$ cat src/tm_pkg.sv
// Shared types and constants for the execution-timing model of the unary,
// shift/rotate, single-bit and bit-field instruction groups.
// Assumes a single processor clock; the decoder supplies operation and form.
`default_nettype none

package tm_pkg;

  // ----------------------------------------------------------------------
  // Widths
  // ----------------------------------------------------------------------
  localparam int TM_CNT_W   = 6;   // Width of one table total.
  localparam int TM_BUS_W   = 2;   // Width of one bus-cycle count.
  localparam int TM_EA_W    = 8;   // Width of the added address time.
  localparam int TM_TOT_W   = 9;   // Table total plus address time.
  localparam int TM_FIELD_W = 32;  // Widest field, in bits.
  localparam logic [5:0] TM_WORD_BITS = 6'h20;  // Field width code 0 means this.

  // ----------------------------------------------------------------------
  // Operations, operand forms, added-time classes and table columns
  // ----------------------------------------------------------------------
  typedef enum logic [4:0] {
    OP_ZERO_OPERAND          = 5'b00000,
    OP_ARITH_INVERT_OP       = 5'b00001,
    OP_INVERT_WITH_CARRY_X   = 5'b00010,
    OP_BITWISE_NOT           = 5'b00011,
    OP_SIGN_WIDEN_OP         = 5'b00100,
    OP_DECIMAL_COMPLEMENT    = 5'b00101,
    OP_SET_ON_CONDITION      = 5'b00110,
    OP_TEST_AND_SET          = 5'b00111,
    OP_COMPARE_TO_ZERO       = 5'b01000,
    OP_LOGIC_SHIFT_LEFT      = 5'b01001,
    OP_LOGIC_SHIFT_RIGHT     = 5'b01010,
    OP_ARITH_SHIFT_LEFT      = 5'b01011,
    OP_ARITH_SHIFT_RIGHT     = 5'b01100,
    OP_ROTATE_LEFT           = 5'b01101,
    OP_ROTATE_RIGHT          = 5'b01110,
    OP_ROTATE_THROUGH_X_LEFT = 5'b01111,
    OP_ROTATE_THROUGH_X_RIGHT= 5'b10000,
    OP_SINGLE_BIT_PROBE      = 5'b10001,
    OP_SINGLE_BIT_TOGGLE     = 5'b10010,
    OP_SINGLE_BIT_ZERO       = 5'b10011,
    OP_SINGLE_BIT_FORCE_ONE  = 5'b10100,
    OP_FIELD_PROBE           = 5'b10101,
    OP_FIELD_TOGGLE          = 5'b10110,
    OP_FIELD_ZERO            = 5'b10111,
    OP_FIELD_FILL_ONES       = 5'b11000,
    OP_FIELD_EXTRACT_SIGNED  = 5'b11001,
    OP_FIELD_EXTRACT_UNSIGNED= 5'b11010,
    OP_FIELD_INSERT          = 5'b11011,
    OP_FIELD_FIND_FIRST_ONE  = 5'b11100
  } tm_op_t;

  // Register forms: static or immediate count, or register-held count or
  // bit number. Memory forms: storage operand, or immediate bit number.
  typedef enum logic [1:0] {
    FORM_REG_STATIC = 2'b00,
    FORM_REG_DYN    = 2'b01,
    FORM_MEM        = 2'b10,
    FORM_MEM_IMM    = 2'b11
  } tm_form_t;

  typedef enum logic [2:0] {
    ADD_NONE       = 3'b000,
    ADD_FETCH_EA   = 3'b001,
    ADD_CALC_EA    = 3'b010,
    ADD_FETCH_IMM  = 3'b011,
    ADD_CALC_IMM   = 3'b100
  } tm_add_t;

  typedef enum logic [1:0] {
    COL_BEST  = 2'b00,
    COL_CACHE = 2'b01,
    COL_WORST = 2'b10
  } tm_col_t;

  typedef enum logic {
    ST_IDLE = 1'b0,
    ST_RUN  = 1'b1
  } tm_state_t;

  // One table row: operand reads, writes and the three column totals.
  // Prefetch is one in the worst column and zero elsewhere for all rows here.
  typedef struct packed {
    logic [TM_BUS_W-1:0] rd;
    logic [TM_BUS_W-1:0] wr;
    logic [TM_CNT_W-1:0] best;
    logic [TM_CNT_W-1:0] cache;
    logic [TM_CNT_W-1:0] worst;
  } tm_entry_t;

  localparam logic [TM_BUS_W-1:0] TM_WORST_PREFETCH = 2'h1;

  function automatic tm_entry_t tm_mk(input int r, input int w, input int b,
                                      input int c, input int x);
    tm_entry_t e;
    e.rd    = TM_BUS_W'(r);
    e.wr    = TM_BUS_W'(w);
    e.best  = TM_CNT_W'(b);
    e.cache = TM_CNT_W'(c);
    e.worst = TM_CNT_W'(x);
    return e;
  endfunction : tm_mk

endpackage : tm_pkg

`default_nettype wire

$ cat src/tm_exec_timing.sv
// Execution-timing unit for unary, shift/rotate, single-bit and bit-field
// instructions: looks up the column total and bus-cycle triple, adds the
// externally computed address time where the form carries one, and then stays busy for that many cycles.
// Assumes the decoder holds its inputs stable in the cycle of i_start and
// that the address time is supplied already resolved by other logic.
`default_nettype none

module tm_exec_timing (
  input  wire logic                     i_sys_clk,
  input  wire logic                     i_sys_rst,
  input  wire logic                     i_start,
  input  wire tm_pkg::tm_op_t           i_op,
  input  wire tm_pkg::tm_form_t         i_form,
  input  wire logic                     i_overlapped,
  input  wire logic                     i_icache_hit,
  input  wire logic [2:0]               i_field_offset,
  input  wire logic [4:0]               i_field_width,
  input  wire logic [tm_pkg::TM_EA_W-1:0]  i_ea_cycles,
  output logic                          o_busy,
  output logic                          o_done,
  output logic                          o_bad_form,
  output logic [tm_pkg::TM_TOT_W-1:0]   o_total,
  output logic [tm_pkg::TM_BUS_W-1:0]   o_reads,
  output logic [tm_pkg::TM_BUS_W-1:0]   o_prefetches,
  output logic [tm_pkg::TM_BUS_W-1:0]   o_writes,
  output tm_pkg::tm_add_t               o_add_kind
);
  import tm_pkg::*;

  // ----------------------------------------------------------------------
  // Lookup functions
  // ----------------------------------------------------------------------

  // A field whose start offset plus width passes one longword needs a fifth
  // byte and therefore a second operand bus cycle.
  function automatic logic tm_five_bytes(input logic [2:0] off, input logic [4:0] wid);
    logic [5:0] w;
    logic [6:0] reach;
    w     = (wid == 5'h00) ? TM_WORD_BITS : {1'b0, wid};
    reach = {4'h0, off} + {1'b0, w};
    return reach > 7'(TM_FIELD_W);
  endfunction : tm_five_bytes

  // Picks register, short-memory or five-byte-memory row.
  function automatic tm_entry_t tm_sel3(input logic mem, input logic five,
                                        input tm_entry_t r, input tm_entry_t m4,
                                        input tm_entry_t m5);
    return !mem ? r : (five ? m5 : m4);
  endfunction : tm_sel3

  // Table rows. Shift amount is not an input: time never depends on it.
  function automatic tm_entry_t tm_lookup(input tm_op_t op, input tm_form_t f,
                                          input logic five);
    tm_entry_t e;
    logic      mem;
    mem = f[1];
    e   = tm_mk(0, 0, 0, 0, 0);
    unique case (op)
      OP_ZERO_OPERAND, OP_ARITH_INVERT_OP, OP_INVERT_WITH_CARRY_X, OP_BITWISE_NOT:
        e = mem ? tm_mk(0, 1, 3, 4, 6) : tm_mk(0, 0, 0, 2, 3);
      OP_SIGN_WIDEN_OP:          e = tm_mk(0, 0, 1, 4, 4);
      OP_DECIMAL_COMPLEMENT:     e = tm_mk(0, 0, 6, 6, 6);
      OP_SET_ON_CONDITION:
        e = mem ? tm_mk(0, 1, 6, 6, 6) : tm_mk(0, 0, 1, 4, 4);
      OP_TEST_AND_SET:
        e = mem ? tm_mk(1, 1, 12, 12, 13) : tm_mk(0, 0, 1, 4, 4);
      OP_COMPARE_TO_ZERO:        e = tm_mk(0, 0, 0, 2, 3);
      OP_LOGIC_SHIFT_LEFT, OP_LOGIC_SHIFT_RIGHT:
        e = mem ? tm_mk(0, 1, 5, 5, 6)
                : ((f == FORM_REG_DYN) ? tm_mk(0, 0, 3, 6, 6) : tm_mk(0, 0, 1, 4, 4));
      OP_ARITH_SHIFT_LEFT:
        e = mem ? tm_mk(0, 1, 6, 6, 7) : tm_mk(0, 0, 5, 8, 8);
      OP_ARITH_SHIFT_RIGHT:
        e = mem ? tm_mk(0, 1, 5, 5, 6) : tm_mk(0, 0, 3, 6, 6);
      OP_ROTATE_LEFT, OP_ROTATE_RIGHT:
        e = mem ? tm_mk(0, 1, 7, 7, 7) : tm_mk(0, 0, 5, 8, 8);
      OP_ROTATE_THROUGH_X_LEFT, OP_ROTATE_THROUGH_X_RIGHT:
        e = mem ? tm_mk(0, 1, 5, 5, 6) : tm_mk(0, 0, 9, 12, 12);
      OP_SINGLE_BIT_PROBE:
        e = mem ? tm_mk(0, 0, 4, 4, 5) : tm_mk(0, 0, 1, 4, 5);
      OP_SINGLE_BIT_TOGGLE, OP_SINGLE_BIT_ZERO, OP_SINGLE_BIT_FORCE_ONE:
        e = mem ? tm_mk(0, 1, 4, 4, 5) : tm_mk(0, 0, 1, 4, 5);
      OP_FIELD_PROBE:
        e = tm_sel3(mem, five, tm_mk(0, 0, 3, 6, 7), tm_mk(1, 0, 11, 11, 12),
                    tm_mk(2, 0, 15, 15, 16));
      OP_FIELD_TOGGLE, OP_FIELD_ZERO, OP_FIELD_FILL_ONES:
        e = tm_sel3(mem, five, tm_mk(0, 0, 9, 12, 12), tm_mk(1, 1, 16, 16, 16),
                    tm_mk(2, 2, 24, 24, 24));
      OP_FIELD_EXTRACT_SIGNED, OP_FIELD_EXTRACT_UNSIGNED:
        e = tm_sel3(mem, five, tm_mk(0, 0, 5, 8, 8), tm_mk(1, 0, 13, 13, 13),
                    tm_mk(2, 0, 18, 18, 18));
      OP_FIELD_INSERT:
        e = tm_sel3(mem, five, tm_mk(0, 0, 7, 10, 10), tm_mk(1, 1, 14, 14, 15),
                    tm_mk(2, 2, 20, 20, 21));
      OP_FIELD_FIND_FIRST_ONE:
        e = tm_sel3(mem, five, tm_mk(0, 0, 15, 18, 18), tm_mk(1, 0, 24, 24, 24),
                    tm_mk(2, 0, 32, 32, 32));
      default:                   e = tm_mk(0, 0, 0, 0, 0);
    endcase
    return e;
  endfunction : tm_lookup

  // Which externally computed address time each form carries.
  function automatic tm_add_t tm_kind(input tm_op_t op, input tm_form_t f);
    tm_add_t k;
    k = ADD_NONE;
    if (op == OP_COMPARE_TO_ZERO) begin
      k = ADD_FETCH_EA;
    end else if (f[1]) begin
      if (op >= OP_FIELD_PROBE) begin
        k = ADD_CALC_IMM;
      end else if (op >= OP_SINGLE_BIT_PROBE && f == FORM_MEM_IMM) begin
        k = ADD_FETCH_IMM;
      end else if (op == OP_ZERO_OPERAND || op == OP_SET_ON_CONDITION ||
                   op == OP_TEST_AND_SET) begin
        k = ADD_CALC_EA;
      end else begin
        k = ADD_FETCH_EA;
      end
    end
    return k;
  endfunction : tm_kind

  function automatic logic f_is_reg_only(input tm_op_t op);
    return (op == OP_SIGN_WIDEN_OP) || (op == OP_DECIMAL_COMPLEMENT);
  endfunction : f_is_reg_only

  // ----------------------------------------------------------------------
  // Combinational selection
  // ----------------------------------------------------------------------
  tm_entry_t               ent;
  tm_add_t                 kind;
  tm_col_t                 col;
  logic                    bad;
  logic [TM_CNT_W-1:0]     col_total;
  logic [TM_TOT_W-1:0]     nxt_total;

  // Overlapped execution uses the best column, a cache hit the cache column,
  // and an external instruction fetch the worst column with its prefetch.
  always_comb begin
    col = i_overlapped ? COL_BEST : (i_icache_hit ? COL_CACHE : COL_WORST);
  end

  // Sign widening and decimal complement exist only on data registers; a
  // memory form there is flagged and timed as zero rather than guessed.
  always_comb begin
    bad  = f_is_reg_only(i_op) && i_form[1];
    ent  = bad ? tm_mk(0, 0, 0, 0, 0)
               : tm_lookup(i_op, i_form, tm_five_bytes(i_field_offset, i_field_width));
    kind = bad ? ADD_NONE : tm_kind(i_op, i_form);
    unique case (col)
      COL_BEST:  col_total = ent.best;
      COL_CACHE: col_total = ent.cache;
      COL_WORST: col_total = ent.worst;
      default:   col_total = ent.worst;
    endcase
    nxt_total = {{(TM_TOT_W-TM_CNT_W){1'b0}}, col_total} +
                ((kind == ADD_NONE) ? TM_TOT_W'(0) : {1'b0, i_ea_cycles});
  end

  // ----------------------------------------------------------------------
  // Result registers
  // ----------------------------------------------------------------------
  tm_state_t             state_ff;
  logic [TM_TOT_W-1:0]   cnt_ff;
  logic                  take;

  assign take = i_start && (state_ff == ST_IDLE);

  // The triple is captured with the total so the two always agree; prefetch
  // is charged only in the worst column.
  always_ff @(posedge i_sys_clk or posedge i_sys_rst) begin
    if (i_sys_rst) begin
      o_total      <= '0;
      o_reads      <= '0;
      o_prefetches <= '0;
      o_writes     <= '0;
      o_add_kind   <= ADD_NONE;
      o_bad_form   <= 1'b0;
    end else if (take) begin
      o_total      <= nxt_total;
      o_reads      <= ent.rd;
      o_prefetches <= (col == COL_WORST && !bad) ? TM_WORST_PREFETCH : '0;
      o_writes     <= ent.wr;
      o_add_kind   <= kind;
      o_bad_form   <= bad;
    end
  end

  // Busy for exactly the total number of cycles, then one done pulse. A zero
  // total skips the busy phase and signals done on the next edge.
  always_ff @(posedge i_sys_clk or posedge i_sys_rst) begin
    if (i_sys_rst) begin
      state_ff <= ST_IDLE;
      cnt_ff   <= '0;
      o_busy   <= 1'b0;
      o_done   <= 1'b0;
    end else begin
      o_done <= 1'b0;
      unique case (state_ff)
        ST_IDLE: begin
          if (take) begin
            if (nxt_total == '0) begin
              o_done <= 1'b1;
            end else begin
              state_ff <= ST_RUN;
              o_busy   <= 1'b1;
              cnt_ff   <= nxt_total - TM_TOT_W'(1);
            end
          end
        end
        ST_RUN: begin
          if (cnt_ff == '0) begin
            state_ff <= ST_IDLE;
            o_busy   <= 1'b0;
            o_done   <= 1'b1;
          end else begin
            cnt_ff <= cnt_ff - TM_TOT_W'(1);
          end
        end
        default: state_ff <= ST_IDLE;
      endcase
    end
  end

  // ----------------------------------------------------------------------
  // Checks
  // ----------------------------------------------------------------------
  AST_TRIPLE_INSIDE: assert property (@(posedge i_sys_clk) disable iff (i_sys_rst)
    o_done |-> (o_total >= TM_TOT_W'(o_reads) + TM_TOT_W'(o_prefetches) +
                 TM_TOT_W'(o_writes)))
    else $error("Bus cycles exceed total.");

  AST_SHIFT_AMOUNT_FREE: assert property (@(posedge i_sys_clk) disable iff (i_sys_rst)
    take && i_op == OP_ARITH_SHIFT_LEFT && !i_form[1] && i_overlapped
    |=> o_total == 9'h005 && o_reads == 2'h0)
    else $error("Register shift time varies.");

  AST_FIELD_SPAN: assert property (@(posedge i_sys_clk) disable iff (i_sys_rst)
    take && i_op >= OP_FIELD_PROBE && i_op <= OP_FIELD_FIND_FIRST_ONE && i_form[1]
    |=> o_reads == ($past(tm_five_bytes(i_field_offset, i_field_width)) ? 2'h2 : 2'h1))
    else $error("Field span cycles wrong.");

  AST_EA_ADDED: assert property (@(posedge i_sys_clk) disable iff (i_sys_rst)
    take && (i_op == OP_ARITH_INVERT_OP || i_op == OP_INVERT_WITH_CARRY_X)
    && i_form == FORM_MEM && i_overlapped
    |=> o_total == 9'h003 + {1'b0, $past(i_ea_cycles)} && o_add_kind == ADD_FETCH_EA)
    else $error("Fetch address time not added.");

  AST_IMM_CALC: assert property (@(posedge i_sys_clk) disable iff (i_sys_rst)
    take && i_op >= OP_FIELD_PROBE && i_op <= OP_FIELD_FIND_FIRST_ONE && i_form[1]
    |=> o_add_kind == ADD_CALC_IMM)
    else $error("Field memory form lacks calc time.");

  AST_IMM_FETCH: assert property (@(posedge i_sys_clk) disable iff (i_sys_rst)
    take && i_op >= OP_SINGLE_BIT_PROBE && i_op <= OP_SINGLE_BIT_FORCE_ONE
    && i_form == FORM_MEM_IMM
    |=> o_add_kind == ADD_FETCH_IMM)
    else $error("Immediate fetch time missing.");

  AST_TEST_SET_MEM: assert property (@(posedge i_sys_clk) disable iff (i_sys_rst)
    take && i_op == OP_TEST_AND_SET && i_form == FORM_MEM && !i_overlapped && !i_icache_hit
    |=> (o_total == 9'h00d + {1'b0, $past(i_ea_cycles)} && o_prefetches == 2'h1
    && o_reads == 2'h1 && o_writes == 2'h1) ##1 o_busy [*8])
    else $error("Test and set timing wrong.");

  AST_ROX_CACHE: assert property (@(posedge i_sys_clk) disable iff (i_sys_rst)
    take && i_op == OP_ROTATE_THROUGH_X_LEFT && !i_form[1] && !i_overlapped && i_icache_hit
    |=> o_total == 9'h00c && o_reads == 2'h0 && o_writes == 2'h0)
    else $error("Rotate through x time wrong.");

  AST_BUSY_LENGTH: assert property (@(posedge i_sys_clk) disable iff (i_sys_rst)
    take && i_op == OP_LOGIC_SHIFT_LEFT && i_form == FORM_REG_DYN && i_overlapped
    |=> o_busy [*3] ##1 (o_done && !o_busy))
    else $error("Dynamic shift not three cycles.");

  AST_PROBE_NO_WRITE: assert property (@(posedge i_sys_clk) disable iff (i_sys_rst)
    take && i_op == OP_SINGLE_BIT_PROBE && i_form == FORM_MEM && i_icache_hit
    |=> o_writes == 2'h0 && o_total == 9'h004 + {1'b0, $past(i_ea_cycles)})
    else $error("Bit probe timing wrong.");

  AST_FFO_FIVE: assert property (@(posedge i_sys_clk) disable iff (i_sys_rst)
    take && i_op == OP_FIELD_FIND_FIRST_ONE && i_form == FORM_MEM
    && tm_five_bytes(i_field_offset, i_field_width)
    |=> o_total == 9'h020 + {1'b0, $past(i_ea_cycles)} && o_reads == 2'h2)
    else $error("Find first one timing wrong.");

  AST_WORST_PREFETCH: assert property (@(posedge i_sys_clk) disable iff (i_sys_rst)
    take && !i_overlapped && !i_icache_hit && !bad |=> o_prefetches == 2'h1)
    else $error("Worst column lacks prefetch.");

  AST_BUSY_ENDS_DONE: assert property (@(posedge i_sys_clk) disable iff (i_sys_rst)
    $fell(o_busy) |-> o_done)
    else $error("Busy ended without done.");

  AST_DEC_FLAT: assert property (@(posedge i_sys_clk) disable iff (i_sys_rst)
    take && i_op == OP_DECIMAL_COMPLEMENT && !i_form[1]
    |=> o_total == 9'h006 && o_reads == 2'h0 && o_writes == 2'h0)
    else $error("Decimal complement time wrong.");

  AST_SHIFT_RIGHT_COLS: assert property (@(posedge i_sys_clk) disable iff (i_sys_rst)
    take && i_op == OP_ARITH_SHIFT_RIGHT && !i_form[1]
    |=> o_total == ($past(i_overlapped) ? 9'h003 : 9'h006))
    else $error("Arithmetic right shift time wrong.");

  AST_TOGGLE_WRITE: assert property (@(posedge i_sys_clk) disable iff (i_sys_rst)
    take && i_op == OP_SINGLE_BIT_TOGGLE && i_form == FORM_MEM && i_overlapped
    |=> o_writes == 2'h1 && o_total == 9'h004 + {1'b0, $past(i_ea_cycles)})
    else $error("Bit toggle timing wrong.");

  AST_INSERT_FIVE: assert property (@(posedge i_sys_clk) disable iff (i_sys_rst)
    take && i_op == OP_FIELD_INSERT && i_form == FORM_MEM
    && tm_five_bytes(i_field_offset, i_field_width)
    |=> o_reads == 2'h2 && o_writes == 2'h2
    && o_total == ($past(i_overlapped || i_icache_hit) ? 9'h014 : 9'h015)
    + {1'b0, $past(i_ea_cycles)})
    else $error("Field insert timing wrong.");

  AST_EXTRACT_SHORT: assert property (@(posedge i_sys_clk) disable iff (i_sys_rst)
    take && i_op == OP_FIELD_EXTRACT_UNSIGNED && i_form == FORM_MEM
    && !tm_five_bytes(i_field_offset, i_field_width)
    |=> o_reads == 2'h1 && o_total == 9'h00d + {1'b0, $past(i_ea_cycles)})
    else $error("Field extract timing wrong.");

  AST_COND_SET_MEM: assert property (@(posedge i_sys_clk) disable iff (i_sys_rst)
    take && i_op == OP_SET_ON_CONDITION && i_form == FORM_MEM
    |=> o_writes == 2'h1 && o_total == 9'h006 + {1'b0, $past(i_ea_cycles)})
    else $error("Set on condition timing wrong.");

  AST_ROTATE_MEM: assert property (@(posedge i_sys_clk) disable iff (i_sys_rst)
    take && i_op == OP_ROTATE_LEFT && i_form == FORM_MEM
    |=> o_writes == 2'h1 && o_total == 9'h007 + {1'b0, $past(i_ea_cycles)})
    else $error("Memory rotate timing wrong.");

  AST_WIDEN_COLS: assert property (@(posedge i_sys_clk) disable iff (i_sys_rst)
    take && i_op == OP_SIGN_WIDEN_OP && !i_form[1]
    |=> o_total == ($past(i_overlapped) ? 9'h001 : 9'h004))
    else $error("Sign widen time wrong.");

  AST_INVERT_X_CACHE: assert property (@(posedge i_sys_clk) disable iff (i_sys_rst)
    take && i_op == OP_INVERT_WITH_CARRY_X && i_form == FORM_MEM && !i_overlapped
    && i_icache_hit |=> o_writes == 2'h1 && o_total == 9'h004 + {1'b0, $past(i_ea_cycles)})
    else $error("Invert with carry time wrong.");

endmodule : tm_exec_timing

`default_nettype wire

$ cat config.mk
export PLATFORM = sky130hd
export DESIGN_NAME = tm_exec_timing
export DESIGN_NICKNAME = d
export VERILOG_FILES = /design/src/tm_pkg.sv /design/src/tm_exec_timing.sv
export SDC_FILE = /design/constraint.sdc
export NUM_CORES = 1
export LEC_CHECK = 0
export ABC_AREA = 1
export ABC_CLOCK_PERIOD_IN_PS = 1750
export BUFFER_PORTS_ARGS = -buffer_cell sky130_fd_sc_hd__buf_2
export CAP_MARGIN = 20
export CORE_MARGIN = 8
export CORE_UTILIZATION = 30
export DETAILED_ROUTE_END_ITERATION = 10
export MAX_ROUTING_LAYER = met4
export PLACE_DENSITY_LB_ADDON = 0.15
export SYNTH_ARGS = -nofsm -noshare
export SYNTH_HDL_FRONTEND = slang
export SYNTH_SLANG_ARGS = --single-unit
$ cat constraint.sdc
create_clock -name i_sys_clk -period 1.75 [get_ports i_sys_clk]
set_input_delay 0.175 -clock i_sys_clk [delete_from_list [all_inputs] [get_ports i_sys_clk]]
set_output_delay 0.175 -clock i_sys_clk [all_outputs]
set_load 0.03 [all_outputs]
==> impl_metrics.prom <==
# TYPE chip_impl_metric gauge
chip_impl_metric{name="first_global_vias",unit=""} 3705
chip_impl_metric{name="dp_cells",unit=""} 731
chip_impl_metric{name="floorplan.io_pins",unit=""} 49
chip_impl_info{name="worstSetupEndpointType",value="register"} 1
chip_impl_metric{name="area_share_of_the_leading_cell_type_in_the_synthesized_netlist",unit=""} 0.263
chip_impl_metric{name="htree_num_levels",unit=""} 2
chip_impl_metric{name="path_max_fanout",unit=""} 8
chip_impl_metric{name="nNetsFinal",unit=""} 670
chip_impl_metric{name="grt_max_degree",unit=""} 31
chip_impl_info{name="violations",value="negative setup slack"} 1
chip_impl_metric{name="grt_first_pass_wirelength",unit="mm"} 17.4
chip_impl_metric{name="achievable-frequency",unit="MHz"} 300
chip_impl_metric{name="mappedNetlistArea",unit="sq um"} 2850
chip_impl_info{name="timing.critical_path.mode_cell",value="nand2_1"} 1
chip_impl_metric{name="detail_route.drc_violations",unit=""} 0
chip_impl_metric{name="placementRows",unit=""} 35
chip_impl_metric{name="post_drt_via_cell_ratio",unit=""} 4.71
chip_impl_info{name="launching_element_type_of_the_critical_path",value="primary input"} 1
chip_impl_metric{name="cellPowerDensity",unit="nW/um^2"} 481
chip_impl_metric{name="drt_iter0_drc",unit=""} 199
chip_impl_metric{name="worst-endpoint-required",unit="ps"} 1980
chip_impl_metric{name="port-buffer-count",unit=""} 47
chip_impl_metric{name="yosysUniqueCellTypes",unit=""} 38
chip_impl_metric{name="grtUsageTotal",unit=""} 0.170
chip_impl_metric{name="setup_slack",unit="ps"} -1580
chip_impl_metric{name="filler_cell_count",unit=""} 897
chip_impl_metric{name="post-dp-hpwl",unit="mm"} 8.00
chip_impl_metric{name="die_width",unit="um"} 113
chip_impl_metric{name="floorplan.initialDensity",unit=""} 0.309
chip_impl_metric{name="final-hold-violation-count",unit=""} 0
chip_impl_info{name="min_path_type",value="primary input to register"} 1
chip_impl_metric{name="overall_die_area",unit="sq um"} 12900
chip_impl_metric{name="areaGrowthSynthToFinish",unit="%"} 73.6
chip_impl_info{name="rsz0062_at_grt",value="true"} 1
chip_impl_metric{name="cts-buffers-inserted",unit=""} 5
chip_impl_metric{name="wl_per_cell",unit="um"} 14.2
chip_impl_metric{name="antenna_found_initial",unit=""} 0
chip_impl_metric{name="synth_cells",unit=""} 452
chip_impl_metric{name="totalPowerFinal",unit="W"} 0.00238
chip_impl_metric{name="pre_cts_ws",unit="ps"} -2020
chip_impl_metric{name="layout.area.seq",unit="sq um"} 751
chip_impl_metric{name="synth.net_count",unit=""} 492
chip_impl_info{name="crit_type",value="primary input to register"} 1
chip_impl_metric{name="clock_latency",unit="ps"} 300
chip_impl_metric{name="ys.warnings.count",unit=""} 0
chip_impl_metric{name="route.final.wire_length",unit="mm"} 10.8
chip_impl_metric{name="cellLeakagePower",unit="nW"} 2.62
chip_impl_metric{name="clock_sink_count",unit=""} 30
chip_impl_info{name="status",value="finished, violations left"} 1
chip_impl_metric{name="fin_setup_tns",unit="ps"} -26720
chip_impl_info{name="crit_slowest_cell",value="fa_2"} 1
chip_impl_metric{name="synthesis.area_per_instance",unit="sq um"} 6.31
chip_impl_metric{name="clk_transition_reported_paths",unit="ps"} 70
chip_impl_metric{name="layout-drive-gt1-share",unit=""} 0.510
chip_impl_metric{name="maxCapViolCount",unit=""} 0
chip_impl_metric{name="antenna-diode-count",unit=""} 0
chip_impl_metric{name="critPathMaxStageDelay",unit="ps"} 510
chip_impl_metric{name="max_clock_skew",unit="ps"} 10.7
chip_impl_info{name="grt_busiest_layer",value="met2"} 1
chip_impl_metric{name="placeableCoreArea",unit="sq um"} 9240
chip_impl_metric{name="max-clock-path-buffers",unit=""} 2
chip_impl_metric{name="dieHeight",unit="um"} 113
chip_impl_metric{name="synth_sequential_area_ratio",unit=""} 0.263
chip_impl_metric{name="layout_worst_path_cycle_share",unit=""} 1.90
chip_impl_metric{name="drt-pass1-iter-count",unit=""} 4
chip_impl_metric{name="setup_viol",unit=""} 24
chip_impl_info{name="yosys-top-cells-area",value="dfrtp_1 26%, nand2_1 17%, inv_1 8.8%"} 1
chip_impl_metric{name="period_needed",unit="ps"} 3330
chip_impl_metric{name="critPathArrivalTime",unit="ps"} 3560
chip_impl_metric{name="gp_congestion",unit=""} 0.857
chip_impl_metric{name="timing.final.max_slew_violations",unit=""} 0
chip_impl_metric{name="combined_area_of_the_multi_input_logic_cells",unit="sq um"} 2310
chip_impl_metric{name="finalNonFillerCells",unit=""} 759
chip_impl_info{name="cts-root-buf",value="clkbuf_8"} 1
chip_impl_metric{name="grt_util_met2",unit=""} 0.275
chip_impl_metric{name="vdd.ir_drop.worst",unit="V"} 0.000344
chip_impl_info{name="post_synthesis_cell_type_with_the_largest_combined_area",value="dfrtp_1"} 1
chip_impl_metric{name="vias_after_detailed_routing",unit=""} 3577
chip_impl_metric{name="globalRouteOverflowTotal",unit=""} 0
chip_impl_metric{name="gr-usage-met3",unit=""} 0.0238
chip_impl_metric{name="synth.ff_latch_count",unit=""} 30
chip_impl_info{name="mostFrequentLayoutCells",value="122 x buf_4, 103 x nand2_1, 55 x inv_1"} 1
chip_impl_metric{name="final_antenna_net_count",unit=""} 0
chip_impl_info{name="layout_commonest_cell",value="buf_4"} 1
chip_impl_info{name="cts_tree",value="done"} 1
chip_impl_metric{name="global_route.usage.met1",unit=""} 0.217
-- metrics by stage --
step / hold WS [ps] / cell area, sq um / utilization
after floorplan: 266 / 2890 / -
after global placement: 271 / 4090 / 0.443
after detailed placement: 282 / 4090 / 0.443
after CTS: 362 / 4670 / 0.505
after global routing: 378 / 4950 / 0.536
final: 334 / 4950 / 0.536
-- critical path: cells and delay by family --
family / cells / cell delay, ps
buffers and inverters: 6 / 600
adder cells (fa/ha/maj): 3 / 880
AO/OA/AOI/OAI: 3 / 470
AND/OR/NAND/NOR: 15 / 1440
-- state kept, by name, summed over array words and instances, names as in the netlist --
| signal | count |
|---|---|
| o_reads | 2 |
| state_ff | 1 |
| o_writes | 2 |
| o_done | 1 |
| o_total | 9 |
| o_add_kind | 3 |
| o_prefetches | 1 |
| o_bad_form | 1 |
| o_busy | 1 |
| cnt_ff | 9 |
-- metal layers --
layer  vias up  share of wire
met5         -              0
met4         0          0.017
met3        14          0.039
met2        67           0.47
met1      1679           0.48
li1       1817              -
-- Yosys cell counts --
cell type / instances
dfrtp_1: 30
xnor2_1: 3
o31ai_1: 5
a21oi_1: 17
fa_1: 2
nor3_1: 9
conb_1: 1
o21ai_1: 1
o221ai_1: 2
o22ai_1: 1
ha_1: 10
nand4_1: 8
nand2_1: 127
buf_6: 2
nor2_2: 2
a2111oi_0: 1
nand3b_1: 1
nand3_2: 5
nor2_1: 47
buf_2: 2
nand3_1: 34
buf_4: 1
or2_2: 2
nand2_4: 3
xor2_1: 4
o21ai_0: 31
a22o_1: 1
o2111ai_1: 2
nor4_1: 5
o21ai_2: 5
nor2_4: 1
inv_2: 2
inv_1: 67
nor2_8: 1
nand2_2: 3
o211ai_1: 3
clkbuf_1: 10
nor3_2: 1
-- worst paths after layout --
kind                            slack, ps  cells past startpoint         end        startpoint
worst max-delay path                -1580                     27   cnt_ff[2]  i_field_width[0]
worst min-delay path                  330                      4  o_total[8]    i_ea_cycles[7]
worst max register to register       -140                     13   cnt_ff[8]          state_ff
worst min register to register        480                      2  o_total[0]        o_total[0]
max in group asynchronous             930                      4  o_total[2]         i_sys_rst
min in group asynchronous             520                      4    state_ff         i_sys_rst
-- where the power goes --
group          switching (W)  internal [W]
Clock               0.000281      0.000455
Sequential                 0      0.000693
Combinational       0.000478      0.000472
Total               0.000759       0.00162
-- layout make-up --
class	instances	area share
flip-flops and latches	30	0.152
multi-input cells	339	0.467
clock buffers	6	0.0167
inverters	69	0.0538
well taps	129	0.0326
repair buffers	185	0.273
clock inverters	1	0.00607
-- timing repair --
action	4_1_cts	5_1_grt
pin swaps	38	48
resized for setup	82	72
setup buffers	20	8
hold endpoints to repair	30	0
hold buffers	1	0
gates cloned	1	0
endpoints found under the setup margin	22	25
-- cells by family (layout without fill, tap and decap cells) --
| kind of cell | after synthesis | after routing | share of synthesized area |
|---|---|---|---|
| buffers and inverters | 84 | 261 | 0.118 |
| DFF | 30 | 30 | 0.263 |
| xor gates and xnor gates | 7 | 7 | 0.0215 |
| AOI/OAI and AO/OA | 69 | 69 | 0.143 |
| and+or+nand+nor | 249 | 250 | 0.395 |
| adders and majority gates | 12 | 12 | 0.0579 |
| other | 1 | 1 | 0.00132 |
Power figures use the tool's default switching activity.
